===== src/shared/psc_pkg.sv =====
package psc_pkg;
  localparam logic [7:0] OFF_CTRL = 8'h00;
  localparam logic [7:0] OFF_CAP = 8'h04;
  localparam logic [7:0] OFF_OVR = 8'h08;
  localparam logic [7:0] OFF_DLY1 = 8'h0C;
  localparam logic [7:0] OFF_DLY2 = 8'h10;
  localparam logic [7:0] OFF_DLY3 = 8'h14;
  localparam logic [7:0] OFF_STAT = 8'h18;
  localparam int CTRL_W = 8;
  localparam int B_METHOD = 0;
  localparam int B_HOME_DIS = 1;
  localparam int B_DEAD_DIS = 2;
  localparam int B_SAFE_SEL = 3;
  localparam int B_PSAVE = 4;
  localparam int B_DSEL_LO = 5;
  localparam int B_DSEL_HI = 6;
  localparam logic [CTRL_W-1:0] CTRL_RST = 8'h04;
  localparam logic [7:0] CAP_MIN = 8'h01;
  localparam logic [7:0] CAP_MAX = 8'hFA;
  localparam logic [7:0] CAP_RST = 8'h64;
  localparam logic [6:0] OVR_MIN = 7'h01;
  localparam logic [6:0] OVR_MAX = 7'h64;
  localparam logic [6:0] OVR_RST = 7'h64;
  localparam int DLY_W = 14;
  localparam logic [DLY_W-1:0] DLY_MAX = 14'h270F;
  localparam logic [DLY_W-1:0] DLY_RST = 14'h0000;
  localparam int VEL_W = 16;
  localparam int NUM_W = 7;
  localparam int CLK_HZ = 40000000;
  localparam int SEC_S = 1;
  localparam int SEC_CYCLES = SEC_S * CLK_HZ;
  typedef enum logic [1:0] {
    PSC_T_IDLE = 2'b00,
    PSC_T_COUNT = 2'b01,
    PSC_T_OFF = 2'b10
  } psc_tmr_t;
endpackage : psc_pkg


===== src/rtl/psc_sync.sv =====
`timescale 1ns/1ps
module psc_sync #(
  parameter int W = 1
) (
  input wire logic pclk,
  input wire logic presetn,
  input wire logic [W-1:0] d,
  output logic [W-1:0] q
);
  logic [W-1:0] meta_q;
  always_ff @(posedge pclk or negedge presetn) begin
    if (!presetn) begin
      meta_q <= '0;
      q <= '0;
    end else begin
      meta_q <= d;
      q <= meta_q;
    end
  end
endmodule : psc_sync


===== src/rtl/psc_servo_timer.sv =====
`timescale 1ns/1ps
module psc_servo_timer #(
  parameter int SEC_CYCLES = psc_pkg::SEC_CYCLES
) (
  input wire logic pclk,
  input wire logic presetn,
  input wire logic start,
  input wire logic cancel,
  input wire logic [psc_pkg::DLY_W-1:0] delay_s,
  output logic servo_off_q
);
  psc_pkg::psc_tmr_t st_q;
  logic [31:0] pre_q;
  logic [psc_pkg::DLY_W-1:0] sec_q;
  // Counts whole seconds after completion, then holds servo off until cancelled
  always_ff @(posedge pclk or negedge presetn) begin
    if (!presetn) begin
      st_q <= psc_pkg::PSC_T_IDLE;
      pre_q <= '0;
      sec_q <= '0;
      servo_off_q <= 1'b0;
    end else if (cancel) begin
      st_q <= psc_pkg::PSC_T_IDLE;
      servo_off_q <= 1'b0;
    end else begin
      case (st_q)
        psc_pkg::PSC_T_IDLE: begin
          pre_q <= '0;
          sec_q <= '0;
          if (start) begin
            st_q <= psc_pkg::PSC_T_COUNT;
          end
        end
        psc_pkg::PSC_T_COUNT: begin
          if (sec_q >= delay_s) begin
            st_q <= psc_pkg::PSC_T_OFF;
            servo_off_q <= 1'b1;
          end else if (pre_q == 32'(SEC_CYCLES - 1)) begin
            pre_q <= '0;
            sec_q <= sec_q + 1'b1;
          end else begin
            pre_q <= pre_q + 1'b1;
          end
        end
        psc_pkg::PSC_T_OFF: servo_off_q <= 1'b1;
        default: st_q <= psc_pkg::PSC_T_IDLE;
      endcase
    end
  end

  servo_off_delay_a: assert property (@(posedge pclk) disable iff (!presetn)
    $rose(servo_off_q) |-> !$past(cancel) && $past(st_q) == psc_pkg::PSC_T_COUNT && $past(sec_q) >= $past(delay_s))
    else $error("servo off without elapsed delay");
endmodule : psc_servo_timer


===== src/rtl/psc_top.sv =====
`timescale 1ns/1ps
// How it works
// - With safety speed selected, manual speed is capped at 1..250, default 100.
// - With power saving on, servo turns off a chosen 0..9999 s after completion.
// - Method bit 0 gives latched completion, 1 gives live in-window; default 0.
// - Method bit only applies when no solenoid-valve pattern is active.
// - Latched completion sets on completion and ignores later window exits.
// - Latched completion drops during any pause and while servo is off.
// - In-window mode follows whether the position lies inside the width.
// - Done and current position numbers follow the same selected behaviour.
// - Home-return input honoured when its disable bit is 0, ignored at 1.
// - Deadman input used when its disable bit is 0, ignored at 1; default 1.
// - PLC moves run at table velocity times override percent, default 100.
// - Override steps by one percent, clamped to 1..100.
// - Teaching tool moves ignore the override.
module psc_top #(
  parameter int SEC_CYCLES = psc_pkg::SEC_CYCLES
) (
  input wire logic pclk,
  input wire logic presetn,
  input wire logic psel,
  input wire logic penable,
  input wire logic pwrite,
  input wire logic [7:0] paddr,
  input wire logic [31:0] pwdata,
  output logic [31:0] prdata,
  output logic pready,
  output logic pslverr,
  input wire logic pos_done,
  input wire logic in_window,
  input wire logic move_start,
  input wire logic paused,
  input wire logic servo_on,
  input wire logic solenoid_pattern,
  input wire logic [psc_pkg::NUM_W-1:0] target_num,
  input wire logic [psc_pkg::VEL_W-1:0] table_velocity,
  input wire logic from_plc,
  input wire logic manual_op,
  input wire logic home_in,
  input wire logic deadman_in,
  output logic positioning_done_out,
  output logic [psc_pkg::NUM_W-1:0] done_position_number_out,
  output logic [psc_pkg::NUM_W-1:0] current_position_number_out,
  output logic [psc_pkg::VEL_W-1:0] cmd_velocity,
  output logic servo_off_req,
  output logic home_req,
  output logic deadman_ok
);
  logic [psc_pkg::CTRL_W-1:0] ctrl_q;
  logic [7:0] manual_speed_cap_q;
  logic [6:0] speed_override_percent_q;
  logic [psc_pkg::DLY_W-1:0] servo_off_delay_one_q;
  logic [psc_pkg::DLY_W-1:0] servo_off_delay_two_q;
  logic [psc_pkg::DLY_W-1:0] servo_off_delay_three_q;
  logic [psc_pkg::DLY_W-1:0] dly_sel;
  logic [1:0] pins_s;
  logic acc, wr, rd_setup, mapped;
  logic [31:0] rd_d;
  logic live_mode;
  logic latched_done_flag_q;
  logic [psc_pkg::NUM_W-1:0] latched_num_q;
  logic [psc_pkg::VEL_W+6:0] prod;
  logic [psc_pkg::VEL_W-1:0] scaled, vel_d;
  logic [7:0] cap_w;
  logic [6:0] ovr_w;
  logic [psc_pkg::DLY_W-1:0] dly_w;
  logic tmr_off;
  logic done_d;
  logic [psc_pkg::NUM_W-1:0] done_num_d, cur_num_d;

  psc_sync #(.W(2)) u_sync (
    .pclk(pclk),
    .presetn(presetn),
    .d({home_in, deadman_in}),
    .q(pins_s)
  );

  // APB: one wait state, answer on the second access cycle
  assign acc = psel && penable && pready;
  assign wr = acc && pwrite;
  assign rd_setup = psel && penable && !pready;
  always_comb begin
    mapped = 1'b1;
    rd_d = '0;
    case (paddr)
      psc_pkg::OFF_CTRL: rd_d = 32'(ctrl_q);
      psc_pkg::OFF_CAP: rd_d = 32'(manual_speed_cap_q);
      psc_pkg::OFF_OVR: rd_d = 32'(speed_override_percent_q);
      psc_pkg::OFF_DLY1: rd_d = 32'(servo_off_delay_one_q);
      psc_pkg::OFF_DLY2: rd_d = 32'(servo_off_delay_two_q);
      psc_pkg::OFF_DLY3: rd_d = 32'(servo_off_delay_three_q);
      psc_pkg::OFF_STAT: rd_d = {24'h000000, deadman_ok, home_req, servo_off_req, done_position_number_out[5:0] == 6'h00,
                                 live_mode, latched_done_flag_q, in_window, positioning_done_out};
      default: mapped = 1'b0;
    endcase
  end

  always_ff @(posedge pclk or negedge presetn) begin
    if (!presetn) begin
      pready <= 1'b0;
      prdata <= '0;
      pslverr <= 1'b0;
    end else begin
      pready <= rd_setup;
      pslverr <= rd_setup && !mapped;
      prdata <= (rd_setup && !pwrite) ? rd_d : '0;
    end
  end

  // Write values clamped into their legal ranges
  always_comb begin
    cap_w = pwdata[7:0];
    if (pwdata[31:8] != 24'h000000 || cap_w > psc_pkg::CAP_MAX) begin
      cap_w = psc_pkg::CAP_MAX;
    end else if (cap_w < psc_pkg::CAP_MIN) begin
      cap_w = psc_pkg::CAP_MIN;
    end
    ovr_w = pwdata[6:0];
    if (pwdata[31:7] != 25'h0000000 || ovr_w > psc_pkg::OVR_MAX) begin
      ovr_w = psc_pkg::OVR_MAX;
    end else if (ovr_w < psc_pkg::OVR_MIN) begin
      ovr_w = psc_pkg::OVR_MIN;
    end
    dly_w = pwdata[psc_pkg::DLY_W-1:0];
    if (pwdata[31:psc_pkg::DLY_W] != 18'h00000 || dly_w > psc_pkg::DLY_MAX) begin
      dly_w = psc_pkg::DLY_MAX;
    end
  end

  always_ff @(posedge pclk or negedge presetn) begin
    if (!presetn) begin
      ctrl_q <= psc_pkg::CTRL_RST;
      manual_speed_cap_q <= psc_pkg::CAP_RST;
      speed_override_percent_q <= psc_pkg::OVR_RST;
      servo_off_delay_one_q <= psc_pkg::DLY_RST;
      servo_off_delay_two_q <= psc_pkg::DLY_RST;
      servo_off_delay_three_q <= psc_pkg::DLY_RST;
    end else if (wr) begin
      case (paddr)
        psc_pkg::OFF_CTRL: ctrl_q <= pwdata[psc_pkg::CTRL_W-1:0];
        psc_pkg::OFF_CAP: manual_speed_cap_q <= cap_w;
        psc_pkg::OFF_OVR: speed_override_percent_q <= ovr_w;
        psc_pkg::OFF_DLY1: servo_off_delay_one_q <= dly_w;
        psc_pkg::OFF_DLY2: servo_off_delay_two_q <= dly_w;
        psc_pkg::OFF_DLY3: servo_off_delay_three_q <= dly_w;
        default: ctrl_q <= ctrl_q;
      endcase
    end
  end

  // Completion method, forced latched while a solenoid pattern runs
  assign live_mode = ctrl_q[psc_pkg::B_METHOD] && !solenoid_pattern;

  // Latched completion flag; pause and servo-off clear with priority
  always_ff @(posedge pclk or negedge presetn) begin
    if (!presetn) begin
      latched_done_flag_q <= 1'b0;
      latched_num_q <= '0;
    end else if (paused || !servo_on) begin
      latched_done_flag_q <= 1'b0;
    end else if (pos_done) begin
      latched_done_flag_q <= 1'b1;
      latched_num_q <= target_num;
    end else if (move_start) begin
      latched_done_flag_q <= 1'b0;
    end
  end

  always_comb begin
    if (live_mode) begin
      done_d = in_window;
      done_num_d = in_window ? target_num : '0;
      cur_num_d = in_window ? target_num : '0;
    end else begin
      done_d = latched_done_flag_q;
      done_num_d = latched_done_flag_q ? latched_num_q : '0;
      cur_num_d = latched_done_flag_q ? latched_num_q : '0;
    end
  end

  always_ff @(posedge pclk or negedge presetn) begin
    if (!presetn) begin
      positioning_done_out <= 1'b0;
      done_position_number_out <= '0;
      current_position_number_out <= '0;
    end else begin
      positioning_done_out <= done_d;
      done_position_number_out <= done_num_d;
      current_position_number_out <= cur_num_d;
    end
  end

  // Velocity: override only for PLC moves, cap for manual safety speed
  assign prod = table_velocity * speed_override_percent_q;
  assign scaled = psc_pkg::VEL_W'(prod / 7'(psc_pkg::OVR_MAX));
  always_comb begin
    vel_d = from_plc ? scaled : table_velocity;
    if (manual_op && ctrl_q[psc_pkg::B_SAFE_SEL] && vel_d > 16'(manual_speed_cap_q)) begin
      vel_d = 16'(manual_speed_cap_q);
    end
  end

  always_ff @(posedge pclk or negedge presetn) begin
    if (!presetn) begin
      cmd_velocity <= '0;
    end else begin
      cmd_velocity <= vel_d;
    end
  end

  // Input gating for home return and deadman switch
  always_ff @(posedge pclk or negedge presetn) begin
    if (!presetn) begin
      home_req <= 1'b0;
      deadman_ok <= 1'b1;
    end else begin
      home_req <= pins_s[1] && !ctrl_q[psc_pkg::B_HOME_DIS];
      deadman_ok <= pins_s[0] || ctrl_q[psc_pkg::B_DEAD_DIS];
    end
  end

  // Auto servo-off delay, one of three settings
  always_comb begin
    case (ctrl_q[psc_pkg::B_DSEL_HI:psc_pkg::B_DSEL_LO])
      2'h1: dly_sel = servo_off_delay_two_q;
      2'h2: dly_sel = servo_off_delay_three_q;
      default: dly_sel = servo_off_delay_one_q;
    endcase
  end

  psc_servo_timer #(.SEC_CYCLES(SEC_CYCLES)) u_tmr (
    .pclk(pclk),
    .presetn(presetn),
    .start(pos_done && ctrl_q[psc_pkg::B_PSAVE]),
    .cancel(move_start || !ctrl_q[psc_pkg::B_PSAVE]),
    .delay_s(dly_sel),
    .servo_off_q(tmr_off)
  );

  always_ff @(posedge pclk or negedge presetn) begin
    if (!presetn) begin
      servo_off_req <= 1'b0;
    end else begin
      servo_off_req <= tmr_off;
    end
  end

  safety_cap_a: assert property (@(posedge pclk) disable iff (!presetn)
    manual_op && ctrl_q[psc_pkg::B_SAFE_SEL] |=> cmd_velocity <= 16'($past(manual_speed_cap_q)))
    else $error("manual speed above cap");
  cap_range_a: assert property (@(posedge pclk) disable iff (!presetn)
    manual_speed_cap_q >= psc_pkg::CAP_MIN && manual_speed_cap_q <= psc_pkg::CAP_MAX)
    else $error("speed cap out of range");
  latch_hold_a: assert property (@(posedge pclk) disable iff (!presetn)
    !live_mode && pos_done && servo_on && !paused ##1 !live_mode && !paused && servo_on && !move_start
    |=> positioning_done_out)
    else $error("latched completion not held");
  latch_drop_a: assert property (@(posedge pclk) disable iff (!presetn)
    !live_mode && (paused || !servo_on) |=> ##1 !positioning_done_out)
    else $error("completion high during pause or servo off");
  live_follow_a: assert property (@(posedge pclk) disable iff (!presetn)
    live_mode |=> positioning_done_out == $past(in_window))
    else $error("in-window output mismatch");
  pattern_force_a: assert property (@(posedge pclk) disable iff (!presetn)
    solenoid_pattern |-> !live_mode)
    else $error("method applied under solenoid pattern");
  num_follow_a: assert property (@(posedge pclk) disable iff (!presetn)
    !positioning_done_out |-> done_position_number_out == '0 && current_position_number_out == '0)
    else $error("position number without completion");
  home_gate_a: assert property (@(posedge pclk) disable iff (!presetn)
    ctrl_q[psc_pkg::B_HOME_DIS] |=> !home_req)
    else $error("home input not ignored");
  deadman_gate_a: assert property (@(posedge pclk) disable iff (!presetn)
    ctrl_q[psc_pkg::B_DEAD_DIS] |=> deadman_ok)
    else $error("deadman input not ignored");
  override_a: assert property (@(posedge pclk) disable iff (!presetn)
    from_plc && !manual_op |=> 32'(cmd_velocity) * 32'd100 <= 32'($past(table_velocity)) * 32'($past(speed_override_percent_q))
    && (32'(cmd_velocity) + 32'd1) * 32'd100 > 32'($past(table_velocity)) * 32'($past(speed_override_percent_q)))
    else $error("override product wrong");
  ovr_range_a: assert property (@(posedge pclk) disable iff (!presetn)
    speed_override_percent_q >= psc_pkg::OVR_MIN && speed_override_percent_q <= psc_pkg::OVR_MAX)
    else $error("override out of range");
  tool_unscaled_a: assert property (@(posedge pclk) disable iff (!presetn)
    !from_plc && !manual_op |=> cmd_velocity == $past(table_velocity))
    else $error("override applied to tool move");
endmodule : psc_top


===== config.mk =====
export PLATFORM = sky130hd
export DESIGN_NAME = psc_top
export DESIGN_NICKNAME = d
export VERILOG_FILES = /design/src/shared/psc_pkg.sv /design/src/rtl/psc_sync.sv /design/src/rtl/psc_servo_timer.sv /design/src/rtl/psc_top.sv
export SDC_FILE = /design/constraint.sdc
export NUM_CORES = 1
export LEC_CHECK = 0
export BUFFER_PORTS_ARGS = -buffer_cell sky130_fd_sc_hd__buf_2
export CAP_MARGIN = 20
export CELL_PAD_IN_SITES_DETAIL_PLACEMENT = 0
export CELL_PAD_IN_SITES_GLOBAL_PLACEMENT = 1
export CORE_ASPECT_RATIO = 1.4
export CORE_MARGIN = 2
export CORE_UTILIZATION = 39
export DETAILED_ROUTE_END_ITERATION = 8
export GPL_ROUTABILITY_DRIVEN = 0
export PLACE_DENSITY_LB_ADDON = 0.3
export SLEW_MARGIN = 15
export SYNTH_ARGS = -nofsm -noshare
export SYNTH_HDL_FRONTEND = slang
export SYNTH_HIERARCHICAL = 1
export SYNTH_SLANG_ARGS = --single-unit
export TNS_END_PERCENT = 50

===== constraint.sdc =====
create_clock -name pclk -period 15.1 [get_ports pclk]
set_input_delay 2.265 -clock pclk [delete_from_list [all_inputs] [get_ports pclk]]
set_output_delay 2.265 -clock pclk [all_outputs]
set_load 0.05 [all_outputs]

* After elaboration in Yosys (flattened, before gate mapping)
Cells that the tools add are included. W data, S select, Z words.
Storage, ports and cells: register bits 187, output and inout bits 68, word-level logic and storage cells 128
Operators by class: add/sub/neg operators 2, $mul 1, divide/modulo/power cells 1, $lt $le $gt $ge 7, equal/unequal tests 16, muxes and demuxes 31, bitwise gates (word level) 2, reductions and logical operators 45
Operator list (number):
- $pmux W14 S7 | 1
- $mux W32 | 3
- $pmux W32 S2 | 1
- $pmux W14 S2 | 2
- $mux W14 | 3
- $mux W7 | 5
- $add A32 B1 Y32 const B | 1
- $eq A32 B26 Y1 const B | 1
- $mux W16 | 2
- $reduce_bool A25 Y1 | 1
- $eq A8 B5 Y1 const B | 3
- $reduce_bool A24 Y1 | 1
- $div A23 B7 Y23 const B | 1
- $mul A16 B7 Y23 | 1
- $reduce_bool A18 Y1 | 1
- $eq A8 B4 Y1 const B | 2
- $gt A16 B8 Y1 | 1
- $mux W8 | 2
- $reduce_and A2 Y1 | 8
- $add A14 B1 Y14 const B | 1
- $ge A14 B14 Y1 | 1
- $gt A14 B14 Y1 const B | 1
- $logic_and A1 B1 Y1 | 11
- $eq A8 B3 Y1 const B | 1
- other kinds (24) | 50

* Logic depth before layout (Yosys ltp)
word-level depth 6, gate-level depth with buffers 72, depth with buffers taken out 64

* Modules after synthesis
Netlist, hierarchy kept.
Modules (own cells, without submodules):
- psc_top | times used 1, cells each 1585, area an instance 13217.7 µm², sequential area each 2912.8 µm²
- psc_servo_timer | times used 1, cells each 379, area an instance 3160.5 µm², sequential area each 1226.2 µm²
- psc_sync | times used 1, cells each 4, area an instance 100.1 µm², sequential area each 100.1 µm²

* Least setup slack after synthesis
No wires, ideal clock.
path type input to register, start point input table_velocity[12] in the netlist's numbering, end point register cmd_velocity[1] in the netlist's numbering, setup time 0.131 ns, arrival time 16.177 ns, required time 14.969 ns, path slack -1.208 ns, stages 67, cells stage by stage clkbuf_1 -> nand2_1 -> fa_1 -> inv_1 -> fa_1 -> fa_1 -> inv_1 -> fa_1 -> inv_1 -> ha_1 -> buf_2 -> nand4_1 -> nor3_1 -> nand3_1 -> and4_1 -> or2_1 -> a2111oi_2 -> nor2_1 -> (+31 left out) -> nor3_1 -> a21o_1 -> or3_1 -> o311ai_1 -> a41o_1 -> ha_1 -> nor2b_1 -> o21a_1 -> o21ai_0 -> nand2b_1 -> a21oi_1 -> o21ai_0 -> o21ai_0 -> and3_1 -> nand4_1 -> nand3_1 -> clkbuf_1 -> o21ai_0
Between the ends: longest elaborated chain between the ends 6
Ends and longest elaborated chain:
- start, declared | line psc_top.sv:36 | input wire logic [psc_pkg::VEL_W-1:0] table_velocity,
- $mul A16 B7 Y23 | line psc_top.sv:194 | assign prod = table_velocity * speed_override_percent_q;
- $div A23 B7 Y23 | line psc_top.sv:195 | assign scaled = psc_pkg::VEL_W'(prod / 7'(psc_pkg::OVR_MAX));
- $mux W16 (*) | line psc_top.sv:197 | vel_d = from_plc ? scaled : table_velocity;
- $gt A16 B8 Y1 | line psc_top.sv:198 | if (manual_op && ctrl_q[psc_pkg::B_SAFE_SEL] && vel_d > 16'(manual_speed_cap_q)) begin
- $logic_and A1 B1 Y1 | line psc_top.sv:198
- $mux W16 (*) | line psc_top.sv:198
- named net vel_d (one bit) | line psc_top.sv:63 | logic [psc_pkg::VEL_W-1:0] scaled, vel_d;
- end signal, assigned | line psc_top.sv:207 | cmd_velocity <= vel_d;
- end, declared | line psc_top.sv:44 | output logic [psc_pkg::VEL_W-1:0] cmd_velocity,
Mark *: on every way through the listed nets, which the timed path passes. The rest lies on a longest branch. A chain may end at the register's enable or synchronous reset.

* Worst setup path after layout
start point input table_velocity[9] in the netlist's numbering, end point register cmd_velocity[6] in the netlist's numbering
The elaborated chain is that of the path after synthesis.

==> impl_metrics.json <==
{
  "synth_compound_area_frac": 0.261,
  "synth_xor_area_frac": 0.0261,
  "crit_slowest_cell": "fa_1",
  "cts_buffers": 17,
  "die_area_um2": 43900,
  "start_util": 0.393,
  "fin_crit_sh": 1.08,
  "yosysWarningCount": 6,
  "root_buffer": "clkbuf_16",
  "synthMuxAreaShare": 0.0292,
  "postSynthCellCount": 1968,
  "cts_num_sinks": 169,
  "startpoint_type": "input port",
  "violations": "negative setup slack",
  "synth_top_family_by_area": "compound AO/OA/AOI/OAI gates",
  "grt_usage": 0.259,
  "ant_nets": 0,
  "fmax_mhz": 61.1,
  "rows": 89,
  "synthArstFlopShare": 1.00,
  "relSlewSlack": 0.274,
  "insertion_delay_ps": 450,
  "post-route-min-period_ps": 16360,
  "grt_pass1_vias": 17132,
  "setup_viol": 12,
  "fp.dieH_um": 247,
  "grt_max_degree": 99,
  "die_w_um": 178,
  "synth_top_cell_by_area": "dfrtp_1",
  "area_delta_synth_final_pct": 39.3,
  "grt_use_met1": 0.298,
  "tns_ps": -14350,
  "cp.arrival_ps": 16740,
  "status": "finished with violations",
  "routed_wl_um": 57500,
  "fin_nets": 2657,
  "met2_usage": 0.468,
  "vias_per_cell": 5.70,
  "cp-end-kind": "flip-flop",
  "drt-pass1-iter-count": 5,
  "maxCapViolCount": 0,
  "rrSetupSlack_ps": -170,
  "grt_busiest_layer": "met2",
  "wl_per_cell_um": 19.2,
  "setup_ws_ps": -1260,
  "vdd.ir_drop.worst_mv": 0.103,
  "worstMarginPinSlew_ps": 1080,
  "dp_hpwl_um": 42900,
  "synth_area_leaders": "dfrtp_1 (24%), fa_1 (8.4%), nand2_1 (5.3%), ha_1 (5.1%), o21ai_0 (4.8%)",
  "hold_class": "reg2reg",
  "cts_tree": "yes",
  "report.final.slew_viol_count": 0,
  "max_stage_delay_ps": 570,
  "cp_data_required_time_ps": 15480,
  "synth.most_common_cell": "nand2_1",
  "synthSimpleGateAreaFrac": 0.229,
  "drive_above_1_share": 0.371,
  "met3_usage": 0.0277,
  "htree_levels": 4,
  "whs_ps": 358,
  "netlist-cell-type-count": 134,
  "grt_pass1_wl_um": 90000,
  "drc": 0,
  "critPathKind": "in2reg",
  "vias": 17125,
  "p_leak_nw": 10.2,
  "synth_area_um2": 16500,
  "worstPathMaxFanout": 8,
  "ys_seq_area_frac": 0.257,
  "pwr_density_cell_nw_per_um2": 79.7,
  "gr-total-overflow": 0,
  "synth_edf_count": 0,
  "ys.flop_type": "dfrtp_1",
  "synth_top_area_share": 0.244,
  "finClkSkew_ps": 10.6,
  "rsz0062_at_grt": "true",
  "coreArea_um2": 42000,
  "drt_iter0_drc": 1164,
  "synth_common_cells": "nand2_1 (231), dfrtp_1 (161), o21ai_0 (158), nor2_1 (138), inv_1 (111)",
  "clk_path_buf_depth": 2,
  "numPortBuffers": 127,
  "hold_viol_final": 0,
  "syn_avg_cell_area_um2": 8.37,
  "io_pins": 146,
  "clkTransAtPathRegs_ps": 70,
  "synth_adder_area_share": 0.135,
  "antenna_found_initial": 0,
  "cpMostUsedCell": "buf_4",
  "ys_ff_latch": 169
}
## report_power, final
part           leakage [nW]  internal (mW)  switching [mW]
clock                 0.277          0.234           0.205
sequential             2.25          0.468         0.00675
combinational          7.72          0.439           0.476
total                  10.2           1.14           0.688
## critical path, delay by kind of cell
family,cells,cell delay (ps)
and+or+nand+nor,17,3420
muxes,1,280
AOI/OAI and AO/OA,31,6040
xor gates and xnor gates,1,280
adders and majority gates,6,2530
buffers and inverters,14,1880
## metrics by stage
stage                     power (mW)  cell area (µm²)  instances  utilization  setup slack, ps
after floorplan                0.922            17200       1985            -             -422
after global placement          1.19            20400       2878        0.486            -1680
after detailed placement        1.19            20400       2878        0.486            -1880
after CTS                       1.73            22200       2964        0.529             -881
after global routing            1.92            22900       3002        0.547            -1960
final                           1.83            22900       3003        0.547            -1260
## worst paths after layout
kind,startpoint,cells past startpoint,endpoint
max in group asynchronous,presetn,2,latched_num_q[3]$_DFFE_PN0P_
worst min register to register,u_sync/meta_q[1]$_DFF_PN0_,0,u_sync/q[1]$_DFF_PN0_
worst min-delay path,u_sync/meta_q[1]$_DFF_PN0_,0,u_sync/q[1]$_DFF_PN0_
worst max register to register,speed_override_percent_q[2]$_DFFE_PN1P_,70,cmd_velocity[6]$_DFF_PN0_
worst max-delay path,table_velocity[9],70,cmd_velocity[6]$_DFF_PN0_
min in group asynchronous,presetn,1,servo_off_delay_three_q[13]$_DFFE_PN0P_
## final cells by class
cell class                      count  area [µm²]
Antenna cell                        1        2.50
Clock buffer                       17         425
Clock inverter                     15         161
Fill cell                        3809       19000
Inverter                          112         424
Multi-Input combinational cell   1591       12900
Sequential cell                   169        4240
Tap cell                          546         683
Timing Repair Buffer              552        4120
## cells in the final DEF (no fill, tap or decap), drive strengths merged, types with 9 or more instances in the layout
| cell | instances |
|---|---|
| a21oi | 105 |
| xnor2 | 27 |
| clkbuf | 17 |
| o21ai | 183 |
| nor4 | 18 |
| conb | 18 |
| nand4 | 24 |
| nand2 | 231 |
| o211ai | 23 |
| mux2 | 22 |
| a22oi | 28 |
| o21a | 11 |
| or2 | 15 |
| xor2 | 17 |
| dfrtp | 161 |
| o22ai | 15 |
| and4 | 14 |
| a211oi | 24 |
| inv | 118 |
| fa | 69 |
| mux2i | 19 |
| nor2 | 139 |
| nor3 | 43 |
| nand2b | 15 |
| buf | 552 |
| a31oi | 36 |
| ha | 67 |
| nor2b | 9 |
| o31ai | 45 |
| or3 | 15 |
| nand3 | 72 |
| and2 | 98 |
| a21o | 19 |
| a211o | 10 |
| and3 | 32 |
## metal layers
| metal | up-vias | part of all wire |
|---|---|---|
| li1 | 8047 | - |
| met1 | 8460 | 0.39 |
| met2 | 462 | 0.52 |
| met3 | 156 | 0.031 |
| met4 | 0 | 0.051 |
| met5 | - | 0 |
## flip-flops by register name, indices dropped and copies added, names as in the netlist, 2 cells and up
| register | count |
|---|---|
| current_position_number_out | 7 |
| servo_off_delay_two_q | 14 |
| u_sync/q | 2 |
| u_tmr/sec_q | 14 |
| cmd_velocity | 16 |
| u_tmr/st_q | 2 |
| servo_off_delay_one_q | 14 |
| speed_override_percent_q | 7 |
| ctrl_q | 8 |
| prdata | 14 |
| servo_off_delay_three_q | 14 |
| manual_speed_cap_q | 8 |
| u_tmr/pre_q | 32 |
| latched_num_q | 7 |
| u_sync/meta_q | 2 |
## repair_timing
item / CTS / global route
gates cloned: 2 / 0
hold buffers: 0 / 0
hold endpoints to repair: 0 / 0
buffers inserted: 53 / 39
pin swaps: 96 / 68
gates resized for setup: 167 / 95
setup endpoints to repair: 12 / 12
## kinds of logic (layout without fill, tap and decap cells)
family,after synthesis,after routing
flops,169,169
mux,42,42
xor+xnor,44,44
other cells,1,19
compound gates,607,607
fa+ha+maj,136,136
simple gates,744,744
buf+inv,225,696
No activity file was read; power rests on OpenSTA's default activity.
